File: config.mk
export PLATFORM = sky130hd
export DESIGN_NAME = dce_timer
export DESIGN_NICKNAME = d
export VERILOG_FILES = /design/src/verilog/dce_pkg.sv /design/src/verilog/dce_edge_sync.sv /design/src/verilog/dce_timer.sv
export SDC_FILE = /design/constraint.sdc
export NUM_CORES = 1
export LEC_CHECK = 0
export ABC_CLOCK_PERIOD_IN_PS = 7740
export BUFFER_PORTS_ARGS = -buffer_cell sky130_fd_sc_hd__buf_4
export CAP_MARGIN = 20
export CELL_PAD_IN_SITES_DETAIL_PLACEMENT = 0
export CELL_PAD_IN_SITES_GLOBAL_PLACEMENT = 1
export CORE_AREA = 8 8 130 132
export CTS_CLUSTER_SIZE = 10
export DETAILED_ROUTE_END_ITERATION = 12
export DIE_AREA = 0 0 138 140
export GPL_TIMING_DRIVEN = 0
export PLACE_DENSITY = 0.72
export SLEW_MARGIN = 0
export SYNTH_ARGS = -nofsm -noshare
export SYNTH_HDL_FRONTEND = slang
export SYNTH_SLANG_ARGS = --single-unit
File: constraint.sdc
create_clock -name ref_clk_i -period 7.74 [get_ports ref_clk_i]
set_clock_uncertainty 0.05 [all_clocks]
set_input_delay 2.322 -clock ref_clk_i [delete_from_list [all_inputs] [get_ports ref_clk_i]]
set_output_delay 2.322 -clock ref_clk_i [all_outputs]
set_load 0.03 [all_outputs]
File: src/verilog/dce_pkg.sv
// Purpose: Shared constants for the dual 8-bit cascadable event timer.
// Assumes: APB register access, one 32-bit word per register.
// Notes: Register offsets are byte addresses.
package dce_pkg;

    localparam int ADDR_W = 12;
    localparam int PRE_W = 12;

    // Register byte offsets
    localparam logic [11:0] OFS_MODE = 12'h000;
    localparam logic [11:0] OFS_CLKSEL = 12'h004;
    localparam logic [11:0] OFS_WAVE = 12'h008;
    localparam logic [11:0] OFS_OSC = 12'h00c;
    localparam logic [11:0] OFS_LO_CMP = 12'h010;
    localparam logic [11:0] OFS_HI_CMP = 12'h014;
    localparam logic [11:0] OFS_COUNT = 12'h018;
    localparam logic [11:0] OFS_IRQ_STAT = 12'h01c;
    localparam logic [11:0] OFS_IRQ_EN = 12'h020;
    localparam logic [11:0] OFS_IRQ_CLR = 12'h024;

    // Field positions
    localparam int MODE_LO_EN_BIT = 0;
    localparam int MODE_HI_EN_BIT = 1;
    localparam int MODE_CASCADE_BIT = 2;
    localparam int WAVE_A_EN_BIT = 0;
    localparam int WAVE_B_EN_BIT = 4;
    localparam int OSC_MODE_BIT = 0;
    localparam int IRQ_LO_BIT = 0;
    localparam int IRQ_HI_BIT = 1;

    // Reset values
    localparam logic [2:0] MODE_RST = 3'h0;
    localparam logic [7:0] CLKSEL_RST = 8'h00;
    localparam logic [7:0] CMP_RST = 8'h00;
    localparam logic OSC_RST = 1'b0;
    localparam logic [1:0] IRQ_RST = 2'h0;

    // Clock-select codes
    localparam logic [3:0] CODE_EXT_FALL = 4'h0;
    localparam logic [3:0] CODE_EXT_RISE = 4'h1;
    localparam logic [3:0] CODE_INT_FIRST = 4'h6;
    localparam logic [3:0] CODE_INT_LAST = 4'hf;
    // Exponent offset of codes 6..14 and exponent of code 15 (fast base)
    localparam logic [3:0] CODE_EXP_OFFSET = 4'h5;
    localparam logic [3:0] CODE_LAST_EXP = 4'hb;

endpackage : dce_pkg

File: src/verilog/dce_edge_sync.sv
// Purpose: Synchronise an event pin and report its filtered edges.
// Assumes: Pin is asynchronous to ref_clk_i.
// Notes: A level change counts once stages two and three agree.
`timescale 1ns/10ps
module dce_edge_sync (
    input wire logic ref_clk_i, // Main clock
    input wire logic rst_n_i,   // Async reset, active low
    input wire logic pin_i,     // Raw event pin
    output logic rise_o,        // One-cycle pulse on accepted rising edge
    output logic fall_o         // One-cycle pulse on accepted falling edge
);
    logic [2:0] sync_reg;
    logic level_reg;

    // Stage one feeds stage two only
    always_ff @(posedge ref_clk_i or negedge rst_n_i) begin
        if (!rst_n_i) begin
            sync_reg <= 3'h0;
        end else begin
            sync_reg <= {sync_reg[1:0], pin_i};
        end
    end

    always_ff @(posedge ref_clk_i or negedge rst_n_i) begin
        if (!rst_n_i) begin
            level_reg <= 1'b0;
            rise_o <= 1'b0;
            fall_o <= 1'b0;
        end else begin
            rise_o <= 1'b0;
            fall_o <= 1'b0;
            if (sync_reg[1] == sync_reg[2] && sync_reg[1] != level_reg) begin
                level_reg <= sync_reg[1];
                rise_o <= sync_reg[1];
                fall_o <= ~sync_reg[1];
            end
        end
    end

endmodule : dce_edge_sync

File: src/verilog/dce_timer.sv
// Purpose: Two 8-bit event/interval counters, cascadable to 16 bits.
// Assumes: APB slave, ref_clk_i is the main clock, zero-wait answers.
// Notes: Counters clear on the count tick after reaching their compare.
`timescale 1ns/10ps
module dce_timer
    import dce_pkg::*;
(
    input wire logic ref_clk_i,            // Main clock, 40 MHz
    input wire logic rst_n_i,              // Async reset, active low
    input wire logic psel_i,               // APB select
    input wire logic penable_i,            // APB enable
    input wire logic pwrite_i,             // APB direction
    input wire logic [ADDR_W-1:0] paddr_i, // APB byte address
    input wire logic [31:0] pwdata_i,      // APB write data
    output logic [31:0] prdata_o,          // APB read data
    output logic pready_o,                 // APB ready
    output logic pslverr_o,                // APB error, unmapped address
    input wire logic event_input_a_i,      // Event pin for low counter
    input wire logic event_input_b_i,      // Event pin for high counter
    output logic wave_output_a_o,          // Square wave A
    output logic wave_output_b_o,          // Square wave B
    output logic low_match_irq_o,          // Low match pulse
    output logic high_match_irq_o,         // High match pulse
    output logic irq_o                     // Enabled status level
);
    logic [2:0] timer_mode_control_reg;
    logic [7:0] count_clock_select_reg;
    logic wave_enable_a_reg;
    logic wave_enable_b_reg;
    logic oscillation_mode_bit_reg;
    logic [7:0] low_compare_reg;
    logic [7:0] high_compare_reg;
    logic [7:0] low_counter_reg;
    logic [7:0] high_counter_reg;
    logic [7:0] low_counter_next;
    logic [7:0] high_counter_next;
    logic [PRE_W-1:0] prescale_reg;
    logic [1:0] irq_status_reg;
    logic [1:0] irq_enable_reg;
    logic [1:0] irq_status_next;
    logic [1:0] irq_clear;
    logic [1:0] irq_enable_next;
    logic [31:0] read_mux;
    logic read_err;
    logic a_rise;
    logic a_fall;
    logic b_rise;
    logic b_fall;
    logic cascade;
    logic lo_tick;
    logic hi_tick;
    logic lo_match_evt;
    logic hi_match_evt;
    logic apb_setup;
    logic apb_write;

    // Tick exponent for a clock code: tick every 2^e main clocks, 0 = none
    function automatic logic [3:0] tick_exp(input logic [3:0] code,
                                            input logic osc_mode);
        logic [3:0] e;
        e = 4'h0;
        if (code >= CODE_INT_FIRST) begin
            if (code == CODE_INT_LAST) begin
                e = CODE_LAST_EXP;
            end else begin
                e = code - CODE_EXP_OFFSET;
            end
            if (!osc_mode) begin
                e = e + 4'h1;
            end
        end
        return e;
    endfunction : tick_exp

    // Count tick for one counter from its clock code
    function automatic logic code_tick(input logic [3:0] code,
                                       input logic osc_mode,
                                       input logic [PRE_W-1:0] pre,
                                       input logic rise,
                                       input logic fall);
        logic [3:0] e;
        logic [PRE_W:0] m;
        logic t;
        e = tick_exp(code, osc_mode);
        m = ({{PRE_W{1'b0}}, 1'b1} << e) - {{PRE_W{1'b0}}, 1'b1};
        t = 1'b0;
        if (code == CODE_EXT_FALL) begin
            t = fall;
        end else if (code == CODE_EXT_RISE) begin
            t = rise;
        end else if (e != 4'h0) begin
            t = (pre & m[PRE_W-1:0]) == m[PRE_W-1:0];
        end
        return t;
    endfunction : code_tick

    dce_edge_sync u_sync_a (
        .ref_clk_i(ref_clk_i),
        .rst_n_i(rst_n_i),
        .pin_i(event_input_a_i),
        .rise_o(a_rise),
        .fall_o(a_fall)
    );

    dce_edge_sync u_sync_b (
        .ref_clk_i(ref_clk_i),
        .rst_n_i(rst_n_i),
        .pin_i(event_input_b_i),
        .rise_o(b_rise),
        .fall_o(b_fall)
    );

    // Free-running divider of the main clock shared by both counters
    always_ff @(posedge ref_clk_i or negedge rst_n_i) begin
        if (!rst_n_i) begin
            prescale_reg <= '0;
        end else begin
            prescale_reg <= prescale_reg + {{(PRE_W-1){1'b0}}, 1'b1};
        end
    end

    assign cascade = timer_mode_control_reg[MODE_CASCADE_BIT];

    always_comb begin
        lo_tick = timer_mode_control_reg[MODE_LO_EN_BIT]
            && code_tick(count_clock_select_reg[3:0],
                         oscillation_mode_bit_reg, prescale_reg,
                         a_rise, a_fall);
        hi_tick = !cascade && timer_mode_control_reg[MODE_HI_EN_BIT]
            && code_tick(count_clock_select_reg[7:4],
                         oscillation_mode_bit_reg, prescale_reg,
                         b_rise, b_fall);
    end

    // Counting and match; a cleared enable holds its counter at zero, except the high enable in cascade
    always_comb begin
        low_counter_next = low_counter_reg;
        high_counter_next = high_counter_reg;
        lo_match_evt = 1'b0;
        hi_match_evt = 1'b0;
        if (cascade) begin
            if (!timer_mode_control_reg[MODE_LO_EN_BIT]) begin
                low_counter_next = 8'h00;
                high_counter_next = 8'h00;
            end else if (lo_tick) begin
                lo_match_evt = low_counter_reg == low_compare_reg;
                if (lo_match_evt && high_counter_reg == high_compare_reg) begin
                    low_counter_next = 8'h00;
                    high_counter_next = 8'h00;
                    hi_match_evt = 1'b1;
                end else begin
                    low_counter_next = low_counter_reg + 8'h01;
                    if (low_counter_reg == 8'hff) begin
                        high_counter_next = high_counter_reg + 8'h01;
                    end
                end
            end
        end else begin
            if (!timer_mode_control_reg[MODE_LO_EN_BIT]) begin
                low_counter_next = 8'h00;
            end else if (lo_tick) begin
                if (low_counter_reg == low_compare_reg) begin
                    low_counter_next = 8'h00;
                    lo_match_evt = 1'b1;
                end else begin
                    low_counter_next = low_counter_reg + 8'h01;
                end
            end
            if (!timer_mode_control_reg[MODE_HI_EN_BIT]) begin
                high_counter_next = 8'h00;
            end else if (hi_tick) begin
                if (high_counter_reg == high_compare_reg) begin
                    high_counter_next = 8'h00;
                    hi_match_evt = 1'b1;
                end else begin
                    high_counter_next = high_counter_reg + 8'h01;
                end
            end
        end
    end

    always_ff @(posedge ref_clk_i or negedge rst_n_i) begin
        if (!rst_n_i) begin
            low_counter_reg <= 8'h00;
            high_counter_reg <= 8'h00;
        end else begin
            low_counter_reg <= low_counter_next;
            high_counter_reg <= high_counter_next;
        end
    end

    // Square waves: half-period is (compare + 1) ticks, except wave A in cascade, which toggles at each low match
    always_ff @(posedge ref_clk_i or negedge rst_n_i) begin
        if (!rst_n_i) begin
            wave_output_a_o <= 1'b0;
            wave_output_b_o <= 1'b0;
        end else begin
            if (wave_enable_a_reg && lo_match_evt) begin
                wave_output_a_o <= ~wave_output_a_o;
            end
            if (wave_enable_b_reg && hi_match_evt) begin
                wave_output_b_o <= ~wave_output_b_o;
            end
        end
    end

    // APB: setup cycle prepares the answer, access cycle completes it
    assign apb_setup = psel_i && !penable_i;
    assign apb_write = psel_i && penable_i && pready_o && pwrite_i;

    always_comb begin
        read_mux = 32'h0000_0000;
        read_err = 1'b0;
        unique case (paddr_i)
            OFS_MODE: read_mux[2:0] = timer_mode_control_reg;
            OFS_CLKSEL: read_mux[7:0] = count_clock_select_reg;
            OFS_WAVE: begin
                read_mux[WAVE_A_EN_BIT] = wave_enable_a_reg;
                read_mux[WAVE_B_EN_BIT] = wave_enable_b_reg;
            end
            OFS_OSC: read_mux[OSC_MODE_BIT] = oscillation_mode_bit_reg;
            OFS_LO_CMP: read_mux[7:0] = low_compare_reg;
            OFS_HI_CMP: read_mux[7:0] = high_compare_reg;
            // One word carries both bytes so a 16-bit read is coherent
            OFS_COUNT: read_mux[15:0] = {high_counter_reg,
                                         low_counter_reg};
            OFS_IRQ_STAT: read_mux[1:0] = irq_status_reg;
            OFS_IRQ_EN: read_mux[1:0] = irq_enable_reg;
            OFS_IRQ_CLR: read_mux = 32'h0000_0000;
            default: read_err = 1'b1;
        endcase
    end

    always_ff @(posedge ref_clk_i or negedge rst_n_i) begin
        if (!rst_n_i) begin
            pready_o <= 1'b0;
            prdata_o <= 32'h0000_0000;
            pslverr_o <= 1'b0;
        end else begin
            pready_o <= apb_setup;
            pslverr_o <= apb_setup && read_err;
            if (apb_setup && !pwrite_i) begin
                prdata_o <= read_mux;
            end else begin
                prdata_o <= 32'h0000_0000;
            end
        end
    end

    // Configuration registers
    always_ff @(posedge ref_clk_i or negedge rst_n_i) begin
        if (!rst_n_i) begin
            timer_mode_control_reg <= MODE_RST;
            count_clock_select_reg <= CLKSEL_RST;
            wave_enable_a_reg <= 1'b0;
            wave_enable_b_reg <= 1'b0;
            oscillation_mode_bit_reg <= OSC_RST;
            low_compare_reg <= CMP_RST;
            high_compare_reg <= CMP_RST;
        end else if (apb_write) begin
            if (paddr_i == OFS_MODE) begin
                timer_mode_control_reg <= pwdata_i[2:0];
            end
            if (paddr_i == OFS_CLKSEL) begin
                count_clock_select_reg <= pwdata_i[7:0];
            end
            if (paddr_i == OFS_WAVE) begin
                wave_enable_a_reg <= pwdata_i[WAVE_A_EN_BIT];
                wave_enable_b_reg <= pwdata_i[WAVE_B_EN_BIT];
            end
            if (paddr_i == OFS_OSC) begin
                oscillation_mode_bit_reg <= pwdata_i[OSC_MODE_BIT];
            end
            if (paddr_i == OFS_LO_CMP) begin
                low_compare_reg <= pwdata_i[7:0];
            end
            if (paddr_i == OFS_HI_CMP) begin
                high_compare_reg <= pwdata_i[7:0];
            end
        end
    end

    // Sticky status; a new event in the clearing cycle survives
    always_comb begin
        irq_clear = 2'h0;
        if (apb_write && paddr_i == OFS_IRQ_CLR) begin
            irq_clear = pwdata_i[1:0];
        end
        irq_status_next = irq_status_reg & ~irq_clear;
        irq_status_next[IRQ_LO_BIT] = irq_status_next[IRQ_LO_BIT]
            | lo_match_evt;
        irq_status_next[IRQ_HI_BIT] = irq_status_next[IRQ_HI_BIT]
            | hi_match_evt;
    end

    // Enable as it will stand after this edge, so a mask write moves
    // irq_o at the same edge as a status change would
    always_comb begin
        irq_enable_next = irq_enable_reg;
        if (apb_write && paddr_i == OFS_IRQ_EN) begin
            irq_enable_next = pwdata_i[1:0];
        end
    end

    always_ff @(posedge ref_clk_i or negedge rst_n_i) begin
        if (!rst_n_i) begin
            irq_enable_reg <= IRQ_RST;
        end else begin
            irq_enable_reg <= irq_enable_next;
        end
    end

    always_ff @(posedge ref_clk_i or negedge rst_n_i) begin
        if (!rst_n_i) begin
            irq_status_reg <= IRQ_RST;
            irq_o <= 1'b0;
            low_match_irq_o <= 1'b0;
            high_match_irq_o <= 1'b0;
        end else begin
            irq_status_reg <= irq_status_next;
            // Next state of both, so the level tracks them without lag
            irq_o <= |(irq_status_next & irq_enable_next);
            low_match_irq_o <= lo_match_evt;
            high_match_irq_o <= hi_match_evt;
        end
    end

endmodule : dce_timer

# ---- Yosys cells after proc, flatten, opt, wreduce, memory -nomap -nowiden
# Cells that the tools add are included.
dict set report word_totals {
  mem_count 0
  register_bits 113
  word_cells 168
  inputBits 51
  latch_bits 0
  ramBits 0
  out_inout_bits 39
  romBits 0
}
dict set report classes {
  n_reduce_logical 33
  div 0
  n_addsub 9
  n_mux 57
  order_cmp 2
  bitwise 11
  shifts 2
  n_eq_ne 26
  mul 0
}
# op n
set op_table {}
lappend op_table {{2-to-1 mux 8 bit} 16}
lappend op_table {{equality test 12 x 5 -> 1 bit, second input constant} 4}
lappend op_table {{2-to-1 mux 4 bit} 8}
lappend op_table {{bitwise AND 12 bit} 2}
lappend op_table {{equality test 12 bit} 2}
lappend op_table {{equality test 12 x 4 -> 1 bit, second input constant} 2}
lappend op_table {{equality test 12 x 6 -> 1 bit, second input constant} 2}
lappend op_table {{2-to-1 mux 1 bit} 24}
lappend op_table {{left shift 1 x 4 -> 12 bit, first input constant} 2}
lappend op_table {{subtractor 12 x 1 -> 12 bit, second input constant} 2}
lappend op_table {{adder 8 x 1 -> 8 bit, second input constant} 2}
lappend op_table {{equality test 8 bit} 2}
lappend op_table {{logical AND 1 bit} 16}
lappend op_table {{2-to-1 mux 16 bit} 1}
lappend op_table {{adder 12 x 1 -> 12 bit, second input constant} 1}
lappend op_table {{equality test 12 x 3 -> 1 bit, second input constant} 1}
lappend op_table {{logical NOT 12 bit} 1}
lappend op_table {{case mux 3 bit (4 select lines)} 1}
lappend op_table {{AND reduction 2 bit} 6}
lappend op_table {{case mux 1 bit (5 select lines)} 2}
lappend op_table {{OR reduction 10 bit} 1}
lappend op_table {{case mux 1 bit (9 select lines)} 1}
lappend op_table {{adder 4 x 1 -> 4 bit, second input constant} 2}
lappend op_table {{equality test 4 x 1 -> 1 bit, second input constant} 2}
lappend op_table {{22 further kinds} 37}

# ---- Depth between registers and ports, before layout
# Gate-level depths: netlist of run 1.
dict set report depth {
  depth_word 20
  depth_mapped 22
  ltp_nobuf 20
}

# ---- Cells and area by module
# A second synthesis of run 1 with hierarchy kept.
dict set report unflattened {
  hier_cells 629
  hier_area_um2 6007.0
}
# mod area_per_inst_um2 cells_each instances
set by_module_without_submodules {}
lappend by_module_without_submodules {dce_timer 5649.2 611 1}
lappend by_module_without_submodules {dce_edge_sync 178.9 9 2}

# ---- Least setup slack after synthesis of run 1
# OpenSTA, ideal clock, no wires.
dict set report synth_path {
  path_kind {reg2reg}
  start {reg count_clock_select_reg[2]}
  end {reg high_counter_reg[6]}
  arrival_ns 4.216
  path_buffers 2
  setup_time_ns 0.092
  path_stages_with_launch 21
  path_slack_ns 3.382
  path_cell_list {dfrtp_1 > ha_1 > a21boi_2 > inv_1 > ha_1 > nor2b_1 > nor2_2 > a41oi_1 > or2_2 > ha_1 > clkbuf_1 > nor2b_1 > nor3_1 > nor2_1 > o2bb2ai_1 > o41ai_4 > nand2_2 > a22o_4 > or2_1 > buf_6 > o31ai_2}
}
dict set report synth_via {
  elab_chain_cells 16
  word_cells_on_any_way 21
  cone_classes {add/sub: 3; order compare: 1; eq/ne: 4; shift: 1; mux: 7; bitwise: 1; reduce/logical: 4}
}
# item line_no
set synth_rtl {}
lappend synth_rtl {{from (decl)} dce_timer.sv:27} ;# logic [7:0] count_clock_select_reg;
lappend synth_rtl {{from (signal assigned)} dce_timer.sv:265} ;# count_clock_select_reg <= pwdata_i[7:0];
lappend synth_rtl {{subtractor 4 x 3 -> 4 bit or equality test 4 bit (tied branches)} {dce_timer.sv:66, dce_timer.sv:63}}
lappend synth_rtl {{2-to-1 mux 4 bit} dce_timer.sv:63} ;# if (code == CODE_INT_LAST) begin
lappend synth_rtl {{2-to-1 mux 4 bit} dce_timer.sv:62} ;# if (code >= CODE_INT_FIRST) begin
lappend synth_rtl {{adder 4 x 1 -> 4 bit} dce_timer.sv:69} ;# e = e + 4'h1;
lappend synth_rtl {{2-to-1 mux 4 bit} dce_timer.sv:68} ;# if (!osc_mode) begin
lappend synth_rtl {{2-to-1 mux 4 bit} dce_timer.sv:62}
lappend synth_rtl {{left shift 1 x 4 -> 12 bit} dce_timer.sv:85} ;# m = ({{PRE_W{1'b0}}, 1'b1} << e) - {{PRE_W{1'b0}}, 1'b1};
lappend synth_rtl {{subtractor 12 x 1 -> 12 bit} dce_timer.sv:85}
lappend synth_rtl {{bitwise AND 12 bit} dce_timer.sv:92} ;# t = (pre & m[PRE_W-1:0]) == m[PRE_W-1:0];
lappend synth_rtl {{equality test 12 bit} dce_timer.sv:92}
lappend synth_rtl {{2-to-1 mux 1 bit} dce_timer.sv:91} ;# end else if (e != 4'h0) begin
lappend synth_rtl {{2-to-1 mux 1 bit} dce_timer.sv:89} ;# end else if (code == CODE_EXT_RISE) begin
lappend synth_rtl {{2-to-1 mux 1 bit *} dce_timer.sv:87} ;# if (code == CODE_EXT_FALL) begin
lappend synth_rtl {{logical AND 1 bit *} dce_timer.sv:126} ;# && code_tick(count_clock_select_reg[3:0],
lappend synth_rtl {{!= test 3 x 2 -> 1 bit (no line) *} --}
lappend synth_rtl {{AND reduction 3 bit (no line) *} --}
lappend synth_rtl {{to (signal assigned)} dce_timer.sv:188} ;# high_counter_reg <= high_counter_next;
lappend synth_rtl {{to (decl)} dce_timer.sv:34} ;# logic [7:0] high_counter_reg;
# Mark *: on every way between the ends. The rest lies on a longest branch, timed or not. The select of a mux whose other input is x is not followed.
# A chain may end at the register's enable or synchronous reset.

# ---- Final worst setup path of run 1
dict set report layout_path {
  start {reg count_clock_select_reg[4]}
  end {reg wave_output_b_o}
}
dict set report layout_via {
  elab_chain_cells 18
  word_cells_on_any_way 23
  cone_classes {add/sub: 3; order compare: 1; eq/ne: 3; shift: 1; mux: 10; bitwise: 1; reduce/logical: 4}
}
# item line_no
set layout_rtl {}
lappend layout_rtl {{subtractor 4 x 3 -> 4 bit or equality test 4 bit (tied branches)} {dce_timer.sv:66, dce_timer.sv:63}}
lappend layout_rtl {{2-to-1 mux 4 bit} dce_timer.sv:63}
lappend layout_rtl {{2-to-1 mux 4 bit} dce_timer.sv:62}
lappend layout_rtl {{adder 4 x 1 -> 4 bit} dce_timer.sv:69}
lappend layout_rtl {{2-to-1 mux 4 bit} dce_timer.sv:68}
lappend layout_rtl {{2-to-1 mux 4 bit} dce_timer.sv:62}
lappend layout_rtl {{left shift 1 x 4 -> 12 bit} dce_timer.sv:85}
lappend layout_rtl {{subtractor 12 x 1 -> 12 bit} dce_timer.sv:85}
lappend layout_rtl {{[2 not listed]} --}
lappend layout_rtl {{2-to-1 mux 1 bit} dce_timer.sv:91}
lappend layout_rtl {{2-to-1 mux 1 bit} dce_timer.sv:89}
lappend layout_rtl {{2-to-1 mux 1 bit *} dce_timer.sv:87}
lappend layout_rtl {{logical AND 1 bit *} dce_timer.sv:130} ;# && code_tick(count_clock_select_reg[7:4],
lappend layout_rtl {{2-to-1 mux 1 bit *} dce_timer.sv:171} ;# end else if (hi_tick) begin
lappend layout_rtl {{2-to-1 mux 1 bit *} dce_timer.sv:169} ;# if (!timer_mode_control_reg[MODE_HI_EN_BIT]) begin
lappend layout_rtl {{2-to-1 mux 1 bit *} dce_timer.sv:141} ;# if (cascade) begin
lappend layout_rtl {{logical AND 1 bit *} dce_timer.sv:201} ;# if (wave_enable_b_reg && hi_match_evt) begin
lappend layout_rtl {{to (signal assigned)} dce_timer.sv:202} ;# wave_output_b_o <= ~wave_output_b_o;
lappend layout_rtl {{to (decl)} dce_timer.sv:21} ;# output logic wave_output_b_o,
# Marked as above.

==> impl_results.md, run 1 <==
* Status: completed
* Metal2 WL at 6.99 mm
* Total routing usage reported by global routing at 15.8%
* Setup repair after global routing missed its margin: no
* Number of diodes added for antenna fixing at 0
* Number of flops mapped to enable cells by yosys at 0
* Source-to-sink clock delay at the later pin of the worst-skew pair at 0.35 ns
* Setup_tns at 0 ns
* Number of flip-flops in the largest register at 16
* Maximum number of pins on one net before global-route repair at 59
* Worst R2R Start: count_clock_select_reg[4]
* Height of the die at 140 microns
* Sinks on the clock net at 97
* Leakage power at 3.18 nW
* Launch point of the worst path: count_clock_select_reg[4]
* DRC errors left at 0
* Core Footprint at 14900 sq um
* Total length of routed wires at 15.3 mm
* Wire length of the first global-routing pass at 25.1 mm
* Number of hold buffers added after CTS at 0
* Worst Hold Class: flip-flop to flip-flop
* Hold Vio Cnt, Final at 0
* Critical Setup Path Class: flip-flop to flip-flop
* Most frequent cells in the layout: 97 x dfrtp_1, 66 x buf_4, 47 x nand2_1, 42 x nor2_1, 32 x o21ai_0
* Maximum count of clock buffers along a single path at 2
* Standard-cell rows at 45
* Boundary pin count at 90
* Share of post-route cells with drive strength above 1 at 19.7%
* Area fraction of the dominant cell type after synthesis at 42.1%
* Final weighted congestion of routability-driven global placement at 0.861
* Routed wire length per instance at 17.7 microns
* Maximum level of the CTS H-tree at 3
* Required time reported for the critical path endpoint at 7.92 ns
* Clock tree root driver cell: clkbuf_16
* Cells after Synth at 598
* Yosys warns at 0
* Shortest clock period the worst path allows after layout at 5.13 ns
* Main synth FF type: dfrtp_1
* Critical Path AT at 5.32 ns
* Total power after layout at 1.03 mW
* Transition time at the pin with the least slew margin at 0.883 ns
* Relative max-transition margin at 40.7%
* Worst-path fanout max at 10
* Average instance area after synthesis at 9.64 sq um
* Worst Setup End Kind: flip-flop
* Die footprint at 19300 sq um
* Count of endpoints failing setup in the final report at 0
* Count of final max-slew check failures at 0
* Vias per cell at 5.54
* Clk slew on worst S/H paths at 0.07 ns
* Startpoint of the lowest-slack hold path: u_sync_a.sync_reg[0]
* Maximum vdd drop at 0.0000972 V
* Maximum operating frequency at 195 MHz
* Filler instances at 1442
* Fin nets at 745
* Share of the clock period used by the worst path at 66.3%
* Wl on met1 at 7.36 mm
* Post-synthesis cell type with the largest combined area: dfrtp_1
* Met3 wire length at 729 microns
* Startpoint type of the worst setup path: flip-flop
* Vias after detailed routing at 4800
* Top routing layer in use: met4
* Number of detailed-routing iterations run before antenna repair at 5
* Signed area change from the synthesized netlist to the final layout at 17.1%
* Synth Cell Area at 5760 sq um
* Remaining global-route overflow at 0
* Port-buffer cells at 48
* Asr flop ratio synth at 100%
* CTS tree: yes
* DP Wirelength at 11.4 mm
* Die W at 138 microns
* CTS-repair resized insts at 0
* Remaining antenna violation count after routing at 0
* Via count of the first global-routing pass at 4776
* Share of synthesized area occupied by flip-flops and latches at 42.1%
* Setup bufs post-CTS at 0
* Power density over cell area at 152 nW/um^2
* Top cells by area in the synthesized netlist: dfrtp_1 42%, mux2_2 4.9%, ha_1 4.3%, xnor2_1 3.2%, nand2_1 3.1%
* Initial core utilization at 38.8%
* Initial antenna violation count at 0
* Number of max-cap violations at 0
* Commonest non-fill, non-tap cell in the layout: dfrtp_1
* 1st-iter DRT viols at 320
* FF+latch count, synth at 97
* Number of buffers created by CTS at 9
* Cell variety after synth at 75
-- cell usage after synthesis (all sizes together) (16+ instances only) --
cell type,count
dfrtp,97
nand2,49
o21ai,45
nor2,44
mux2,26
a21oi,25
buf,25
xnor2,21
ha,20
inv,19
nand3,18
nor3,17
nand2b,16
-- final cells by class --
type,count,area [sq um],area share [%]
buffer,33,205,3.04
multi-input combinational,464,3120,46.2
clock inverter,6,72.6,1.08
inverter,19,71.3,1.06
tap,188,235,3.48
sequential,97,2430,36.0
clock buffer,10,229,3.39
timing repair buffer,50,393,5.82
-- cells by family after synthesis --
logic type | count (synthesis) | synth area share [%]
AOI/OAI and AO/OA | 147 | 18.1
xor gates and xnor gates | 34 | 5.17
adders and majority gates | 22 | 4.69
buffers and inverters | 52 | 4.80
DFF | 97 | 42.1
muxes | 30 | 5.84
other | 1 | 0.0651
and+or+nand+nor | 215 | 19.2
-- critical path, cell delays in order (launching register included) --
cell and delay [ns]:
dfrtp_1 0.37, buf_2 0.24, inv_1 0.17, ha_1 0.41, nor2_1 0.27, a31oi_1 0.13, o32a_1 0.38, clkbuf_1 0.23
a21oi_1 0.19, ha_1 0.31, inv_1 0.14, o21ai_0 0.16, or4b_1 0.44, a31oi_1 0.20, a41oi_1 0.32, o32ai_1 0.71
nand2_1 0.15, xnor2_1 0.15
-- layer usage --
| metal | up-vias | global-route usage [%] |
|---|---|---|
| met5 | - | 0 |
| met4 | 0 | 6.24 |
| met3 | 19 | 3.04 |
| met2 | 118 | 24.0 |
| met1 | 2372 | 21.5 |
| li1 | 2291 | - |
-- path summary, 6_finish.rpt --
check | endpoint | slack, ns | depth (start not counted)
max | wave_output_b_o | 2.61 | 17
min | u_sync_a.sync_reg[1] | 0.30 | 0
max reg2reg | wave_output_b_o | 2.61 | 17
min reg2reg | u_sync_a.sync_reg[1] | 0.30 | 0
max in group asynchronous | prdata_o[10] | 5.05 | 2
min in group asynchronous | prescale_reg[4] | 1.90 | 1
-- metrics by stage --
| step | hold WS [ns] | utilization [%] | std cells | setup slack [ns] | instance area, sq um |
|---|---|---|---|---|---|
| after floorplan | 0.281 | - | 613 | 3.38 | 5820 |
| after global placement | 0.282 | 43.2 | 849 | 2.74 | 6420 |
| after detailed placement | 0.286 | 43.4 | 851 | 2.61 | 6450 |
| after CTS | 0.302 | 45.4 | 867 | 2.59 | 6750 |
| after global routing | 0.312 | 45.4 | 867 | 2.15 | 6750 |
| final | 0.299 | 45.4 | 867 | 2.61 | 6750 |
-- power by group --
part	internal, mW	leakage [nW]	switching [mW]
Combinational	0.0198	1.75	0.0342
Clock	0.256	0.149	0.206
Sequential	0.511	1.28	0.00256
Total	0.786	3.18	0.242
Note: power is estimated with default switching activity, not from simulation.
==> run 2, diff against run 1 <==
ABC_CLOCK_PERIOD_IN_PS = 4600   (was 7740)
PLACE_DENSITY = 0.74   (was 0.72)
clock period = 4.6 ns   (was 7.74 ns; I/O delays follow)
==> impl_results.md, run 2 (synthesis gave the netlist of run 1 again) <==
* Total routing usage reported by global routing at 15.7% (was 15.8%)
* Maximum operating frequency at 225 MHz (was 195 MHz)
* Final weighted congestion of routability-driven global placement at 0.834 (was 0.861)
* Vias after detailed routing at 4838 (was 4800)
* Initial core utilization at 38.8% (unchanged)
* Leakage power at 3.26 nW (was 3.18 nW)
* Number of buffers created by CTS at 9 (unchanged)
* Height of the die at 140 microns (unchanged)
* Hold Vio Cnt, Final at 0 (unchanged)
* Count of endpoints failing setup in the final report at 0 (unchanged)
* Transition time at the pin with the least slew margin at 0.842 ns (was 0.883 ns)
* Signed area change from the synthesized netlist to the final layout at 22.0% (was 17.1%)
* Worst Hold Class: flip-flop to flip-flop (unchanged)
* Port-buffer cells at 48 (unchanged)
* Total power after layout at 1.71 mW (was 1.03 mW)
* Power density over cell area at 243 nW/um^2 (was 152 nW/um^2)
* Fin nets at 758 (was 745)
* Number of detailed-routing iterations run before antenna repair at 5 (unchanged)
* Setup_tns at 0 ns (unchanged)
* Maximum vdd drop at 0.000160 V (was 0.0000972 V)
* Total length of routed wires at 15.5 mm (was 15.3 mm)
* Critical path buffers and inverters at 2 (was 4)
* Remaining global-route overflow at 0 (unchanged)
* Post-Route Hold Slack at 0.302 ns (was 0.299 ns)
* Number of diodes added for antenna fixing at 0 (unchanged)
* Critical Path AT at 4.66 ns (was 5.32 ns)
* Share of post-route cells with drive strength above 1 at 26.0% (was 19.7%)
* Die W at 138 microns (unchanged)
* DP Wirelength at 11.3 mm (was 11.4 mm)
* Critical Setup Path Class: flip-flop to flip-flop (unchanged)
* Routed wire length per instance at 17.7 microns (about the same)
* Maximum level of the CTS H-tree at 3 (unchanged)
* Required time reported for the critical path endpoint at 4.82 ns (was 7.92 ns)
* Shortest clock period the worst path allows after layout at 4.44 ns (was 5.13 ns)
* Worst Setup End Kind: flip-flop (unchanged)
* Remaining antenna violation count after routing at 0 (unchanged)
* Number of max-cap violations at 0 (unchanged)
* Maximum number of pins on one net before global-route repair at 51 (was 59)
* Gate family responsible for the most delay along the worst path: compound AO/OA/AOI/OAI gates (unchanged)
* Maximum count of clock buffers along a single path at 2 (unchanged)
* Vias per cell at 5.50 (was 5.54)
* DRC errors left at 0 (unchanged)
* Count of final max-slew check failures at 0 (unchanged)
* Die footprint at 19300 sq um (unchanged)
* Relative max-transition margin at 43.5% (was 40.7%)
* Standard-cell rows at 45 (unchanged)
* Clk slew on worst S/H paths at 0.07 ns (about the same)
* Wire length of the first global-routing pass at 24.9 mm (was 25.1 mm)
* Slowest stage delay, CP at 0.50 ns (was 0.71 ns)
* Most frequent cells in the layout: 92 x dfrtp_1, 83 x buf_4, 47 x nand2_1, 41 x nor2_1, 31 x o21ai_0 (was 97 x dfrtp_1, 66 x buf_4, 47 x nand2_1, 42 x nor2_1, 32 x o21ai_0)
* Worst-path fanout max at 7 (was 10)
* Commonest non-fill, non-tap cell in the layout: dfrtp_1 (unchanged)
* Core Footprint at 14900 sq um (unchanged)
* CTS tree: yes (unchanged)
* Standard cell with the maximum stage delay on the critical path: o41ai_4 (was o32ai_1)
* Via count of the first global-routing pass at 4732 (was 4776)
* Startpoint type of the worst setup path: flip-flop (unchanged)
* Chain of cells forming the critical path: ha_4 > a21boi_4 > inv_1 > ha_1 > nor2b_2 > nor2_2 > a41oi_2 > or2_4 > ha_1 > nor2b_1 > o21ai_1 > a21oi_1 > a311oi_2 > o31ai_4 > o41ai_4 > nand2_2 > a22o_4 > or2_1 > buf_6 > o31ai_2 (was buf_2 > inv_1 > ha_1 > nor2_1 > a31oi_1 > o32a_1 > clkbuf_1 > a21oi_1 > ha_1 > inv_1 > o21ai_0 > or4b_1 > a31oi_1 > a41oi_1 > o32ai_1 > nand2_1 > xnor2_1)
* Sinks on the clock net at 97 (unchanged)
* Number of flip-flops in the largest register at 16 (unchanged)
* Share of the clock period used by the worst path at 96.6% (was 66.3%)
* Source-to-sink clock delay at the later pin of the worst-skew pair at 0.36 ns (was 0.35 ns)
* Most numerous cell on the critical path: ha_1
* Status: completed (unchanged)
* Clock tree root driver cell: clkbuf_16 (unchanged)
* Initial antenna violation count at 0 (unchanged)
* Boundary pin count at 90 (unchanged)
* 1st-iter DRT viols at 296 (was 320)
==> run 2: cell count changes in the layout (fill, tap and decap cells not counted), sizes merged <==
cell,previous run,this run
buf,75,90
clkbuf,18,16
bufinv,1,0
clkinvlp,0,1
==> run 2: worst reg2reg max path, cell delays in order, from the launching register on <==
cell and delay, ns:
dfrtp_2 0.48, ha_4 0.20, a21boi_4 0.15, inv_1 0.05, ha_1 0.28, nor2b_2 0.18, nor2_2 0.14, a41oi_2 0.15
or2_4 0.27, ha_1 0.20, nor2b_1 0.16, o21ai_1 0.10, a21oi_1 0.07, a311oi_2 0.34, o31ai_4 0.14, o41ai_4 0.50
nand2_2 0.09, a22o_4 0.25, or2_1 0.24, buf_6 0.14, o31ai_2 0.20
==> run 2: final timing paths <==
kind / start / endpoint / slack, ns / cells past startpoint
setup reg to reg: count_clock_select_reg[0] / high_counter_reg[7] / 0.16 / 20
hold / removal: u_sync_a.sync_reg[0] / u_sync_a.sync_reg[1] / 0.30 / 0
hold reg to reg: u_sync_a.sync_reg[0] / u_sync_a.sync_reg[1] / 0.30 / 0
setup / recovery: count_clock_select_reg[0] / high_counter_reg[7] / 0.16 / 20
max in group asynchronous: rst_n_i / count_clock_select_reg[3] / 2.82 / 2
min in group asynchronous: rst_n_i / prescale_reg[2] / 0.99 / 1
==> run 2: what timing repair did <==
| action | 4_1_cts | 5_1_grt |
|---|---|---|
| pin swaps | 5 | 7 |
| buffers inserted | 4 | 10 |
| hold buffers | 0 | 0 |
| setup endpoints to repair | 21 | 20 |
| resized for setup | 15 | 32 |
| hold endpoints to repair | 0 | 0 |
==> run 2: layout make-up <==
type | instances | area [sq um]
clock inverter | 6 | 58.8
clock buffer | 10 | 239
sequential | 97 | 2430
multi-input combinational | 464 | 3280
fill | 1433 | 7830
inverter | 19 | 76.3
tap | 188 | 235
timing repair buffer | 64 | 500
buffer | 32 | 211
==> run 2: through the flow <==
stage                     cells  util [%]  area, sq um  setup WS, ns
after global routing        880      47.3         7030       -0.0302
final                       880      47.3         7030         0.158
after floorplan             613         -         5820         0.242
after detailed placement    851      43.4         6450        -0.495
after CTS                   871      46.0         6840        0.0148
after global placement      849      43.2         6420        -0.414
==> run 2: report_power, final <==
group | internal, mW | switching (mW) | total [mW]
Sequential | 0.859 | 0.00412 | 0.863
Clock | 0.395 | 0.360 | 0.755
Combinational | 0.0337 | 0.0574 | 0.0910
==> run 2: per-layer routing <==
layer  GRT usage [%]  wire [microns]  vias up
met5               0               0        -
met4            4.63             211        0
met3            3.89             807       18
met2            24.3            7150      122
met1            21.2            7370     2386
li1                -               -     2312
==> run 3, diff against run 2 <==
ABC_CLOCK_PERIOD_IN_PS = 4000   (was 4600)
clock period = 4 ns   (was 4.6 ns; I/O delays follow)
==> impl_results.md, run 3 (synthesis gave the netlist of run 1 again) <==
* Status: completed (unchanged)
* Maximum vdd drop at 0.000193 V (was 0.000160 V)
* Maximum number of pins on one net before global-route repair at 61 (was 51)
* DP Wirelength at 11.6 mm (was 11.3 mm)
* Share of post-route cells with drive strength above 1 at 32.8% (was 26.0%)
* Initial antenna violation count at 0 (unchanged)
* Number of flip-flops in the largest register at 16 (unchanged)
* Standard-cell rows at 45 (unchanged)
* Initial core utilization at 38.8% (unchanged)
* Count of final max-slew check failures at 0 (unchanged)
* R2r setup slk at 0.01 ns (was 0.16 ns)
* Source-to-sink clock delay at the later pin of the worst-skew pair at 0.36 ns (about the same)
* Worst-path fanout max at 7 (unchanged)
* Maximum operating frequency at 251 MHz (was 225 MHz)
* Count of endpoints failing setup in the final report at 0 (unchanged)
* DRC errors left at 0 (unchanged)
* Number of buffers created by CTS at 9 (unchanged)
* Relative max-transition margin at 44.8% (was 43.5%)
* Startpoint type of the worst setup path: flip-flop (unchanged)
* 1st-iter DRT viols at 368 (was 296)
* Hold Vio Cnt, Final at 0 (unchanged)
* Boundary pin count at 90 (unchanged)
* Maximum count of clock buffers along a single path at 2 (unchanged)
* Height of the die at 140 microns (unchanged)
* Most frequent cells in the layout: 104 x buf_4, 92 x dfrtp_1, 47 x nand2_1, 38 x nor2_1, 26 x o21ai_0 (was 92 x dfrtp_1, 83 x buf_4, 47 x nand2_1, 41 x nor2_1, 31 x o21ai_0)
* Number of detailed-routing iterations run before antenna repair at 6 (was 5)
* Footprint of the multi-input gates at 3510 sq um (was 3280 sq um)
* Port-buffer cells at 48 (unchanged)
* Filler instances at 1375 (was 1433)
* Remaining antenna violation count after routing at 0 (unchanged)
* Number of placed instances with taps included at 851 (unchanged)
* Fin nets at 782 (was 758)
* Power density over cell area at 264 nW/um^2 (was 243 nW/um^2)
* Remaining global-route overflow at 0 (unchanged)
* Critical Setup Path Class: flip-flop to flip-flop (unchanged)
* Maximum level of the CTS H-tree at 3 (unchanged)
* Routed wire length per instance at 18.0 microns (was 17.7 microns)
* Clk slew on worst S/H paths at 0.08 ns (was 0.07 ns)
* Share of the clock period used by the worst path at 99.8% (was 96.6%)
* Setup repair after global routing missed its margin: yes
* Number of diodes added for antenna fixing at 0 (unchanged)
* Shortest clock period the worst path allows after layout at 3.99 ns (was 4.44 ns)
* Required time reported for the critical path endpoint at 4.23 ns (was 4.82 ns)
* Die footprint at 19300 sq um (unchanged)
* CTS tree: yes (unchanged)
* Total length of routed wires at 16.3 mm (was 15.5 mm)
* Leakage power at 3.42 nW (was 3.26 nW)
* Signed area change from the synthesized netlist to the final layout at 29.6% (was 22.0%)
* Total routing usage reported by global routing at 16.5% (was 15.7%)
* Capture point of the worst reg-to-reg path: high_counter_reg[6] (was high_counter_reg[7])
* Worst Setup End Kind: flip-flop (unchanged)
* Vias after detailed routing at 5002 (was 4838)
* Die W at 138 microns (unchanged)
* Launch point of the worst path: count_clock_select_reg[4] (was count_clock_select_reg[0])
* Number of max-cap violations at 0 (unchanged)
* Worst R2R Start: count_clock_select_reg[4] (was count_clock_select_reg[0])
* Final cell count without fillers at 904 (was 880)
* Area used by sequential logic in the layout at 2430 sq um (unchanged)
* Worst setup path end: high_counter_reg[6] (was high_counter_reg[7])
* Worst Hold Class: flip-flop to flip-flop (unchanged)
* Number of hold buffers added after CTS at 0 (unchanged)
* Final weighted congestion of routability-driven global placement at 0.852 (was 0.834)
* Clock tree root driver cell: clkbuf_16 (unchanged)
* Via count of the first global-routing pass at 4988 (was 4732)
* Critical Path AT at 4.22 ns (was 4.66 ns)
* Transition time at the pin with the least slew margin at 0.822 ns (was 0.842 ns)
* Wire length of the first global-routing pass at 26.1 mm (was 24.9 mm)
* Core Footprint at 14900 sq um (unchanged)
* Sinks on the clock net at 97 (unchanged)
* Number of cell instances on the worst register-to-register path at 18 (was 20)
* Setup_tns at 0 ns (unchanged)
* Commonest non-fill, non-tap cell in the layout: buf_4 (was dfrtp_1)
* Vias per cell at 5.53 (was 5.50)
## run 3: final cells by class
cell class	instances	share of cell area, %
plain buffers	29	2.71
multi-input cells	464	47.0
flip-flops and latches	97	32.6
repair buffers	91	9.56
clock buffers	9	3.02
clock inverters	7	0.921
inverters	19	1.04
well taps	188	3.15
## run 3: worst min-delay path by stage
stage	from	to	slack, ns	depth (start not counted)
finish	u_sync_b.sync_reg[0]	u_sync_b.sync_reg[1]	0.31	0
global route	u_sync_b.sync_reg[0]	u_sync_b.sync_reg[1]	0.31	0
CTS	u_sync_b.sync_reg[0]	u_sync_b.sync_reg[1]	0.31	0
detailed placement	u_sync_b.sync_reg[0]	u_sync_b.sync_reg[1]	0.30	0
global placement	u_sync_a.sync_reg[0]	u_sync_a.sync_reg[1]	0.28	0
floorplan	u_sync_a.sync_reg[0]	u_sync_a.sync_reg[1]	0.28	0
## run 3: worst max-delay path: stages, from the launching register on
cell and delay (ns):
dfrtp_1 0.39, buf_6 0.13, clkinvlp_4 0.13, ha_4 0.27, nor2_4 0.13, a21oi_2 0.07, a41o_1 0.21, o32a_1 0.26
a21oi_2 0.16, ha_2 0.20, inv_2 0.06, o21ai_1 0.12, or4b_4 0.49, a31oi_4 0.18, a41oi_4 0.19, a22o_4 0.33
or2_1 0.22, buf_6 0.14, o31ai_2 0.16
## run 3: power breakdown
group | internal, mW | leakage, nW | switching (mW) | total [mW]
logic | 0.0394 | 2.00 | 0.0668 | 0.106
clock network | 0.440 | 0.143 | 0.434 | 0.874
registers | 0.988 | 1.28 | 0.00486 | 0.993
## run 3: repair_timing
item | CTS | global route
cloned | 1 | 0
setup endpoints to repair | 23 | 19
endpoints found under the hold margin | 0 | 0
gates resized for setup | 50 | 34
pin swaps | 21 | 10
buffers inserted | 30 | 10
## run 3: routing by layer
layer	vias up	part of all wire, %	GRT usage [%]
li1	2372	-	-
met3	16	5.4	3.75
met2	145	45	25.0
met4	0	1.4	4.98
met5	-	0	0
met1	2469	48	22.7
## run 3: metrics by stage
step / cell area (sq um) / setup WS (ns) / hold WS, ns / utilization, % / total power, mW
after global routing: 7470 / -0.126 / 0.314 / 50.3 / 2.04
after detailed placement: 6550 / -0.970 / 0.297 / 44.0 / 1.12
after CTS: 7300 / -0.0109 / 0.314 / 49.1 / 1.99
after global placement: 6510 / -0.892 / 0.283 / 43.8 / 1.11
final: 7470 / 0.00956 / 0.307 / 50.3 / 1.97
after floorplan: 5920 / -0.0407 / 0.281 / - / 1.06
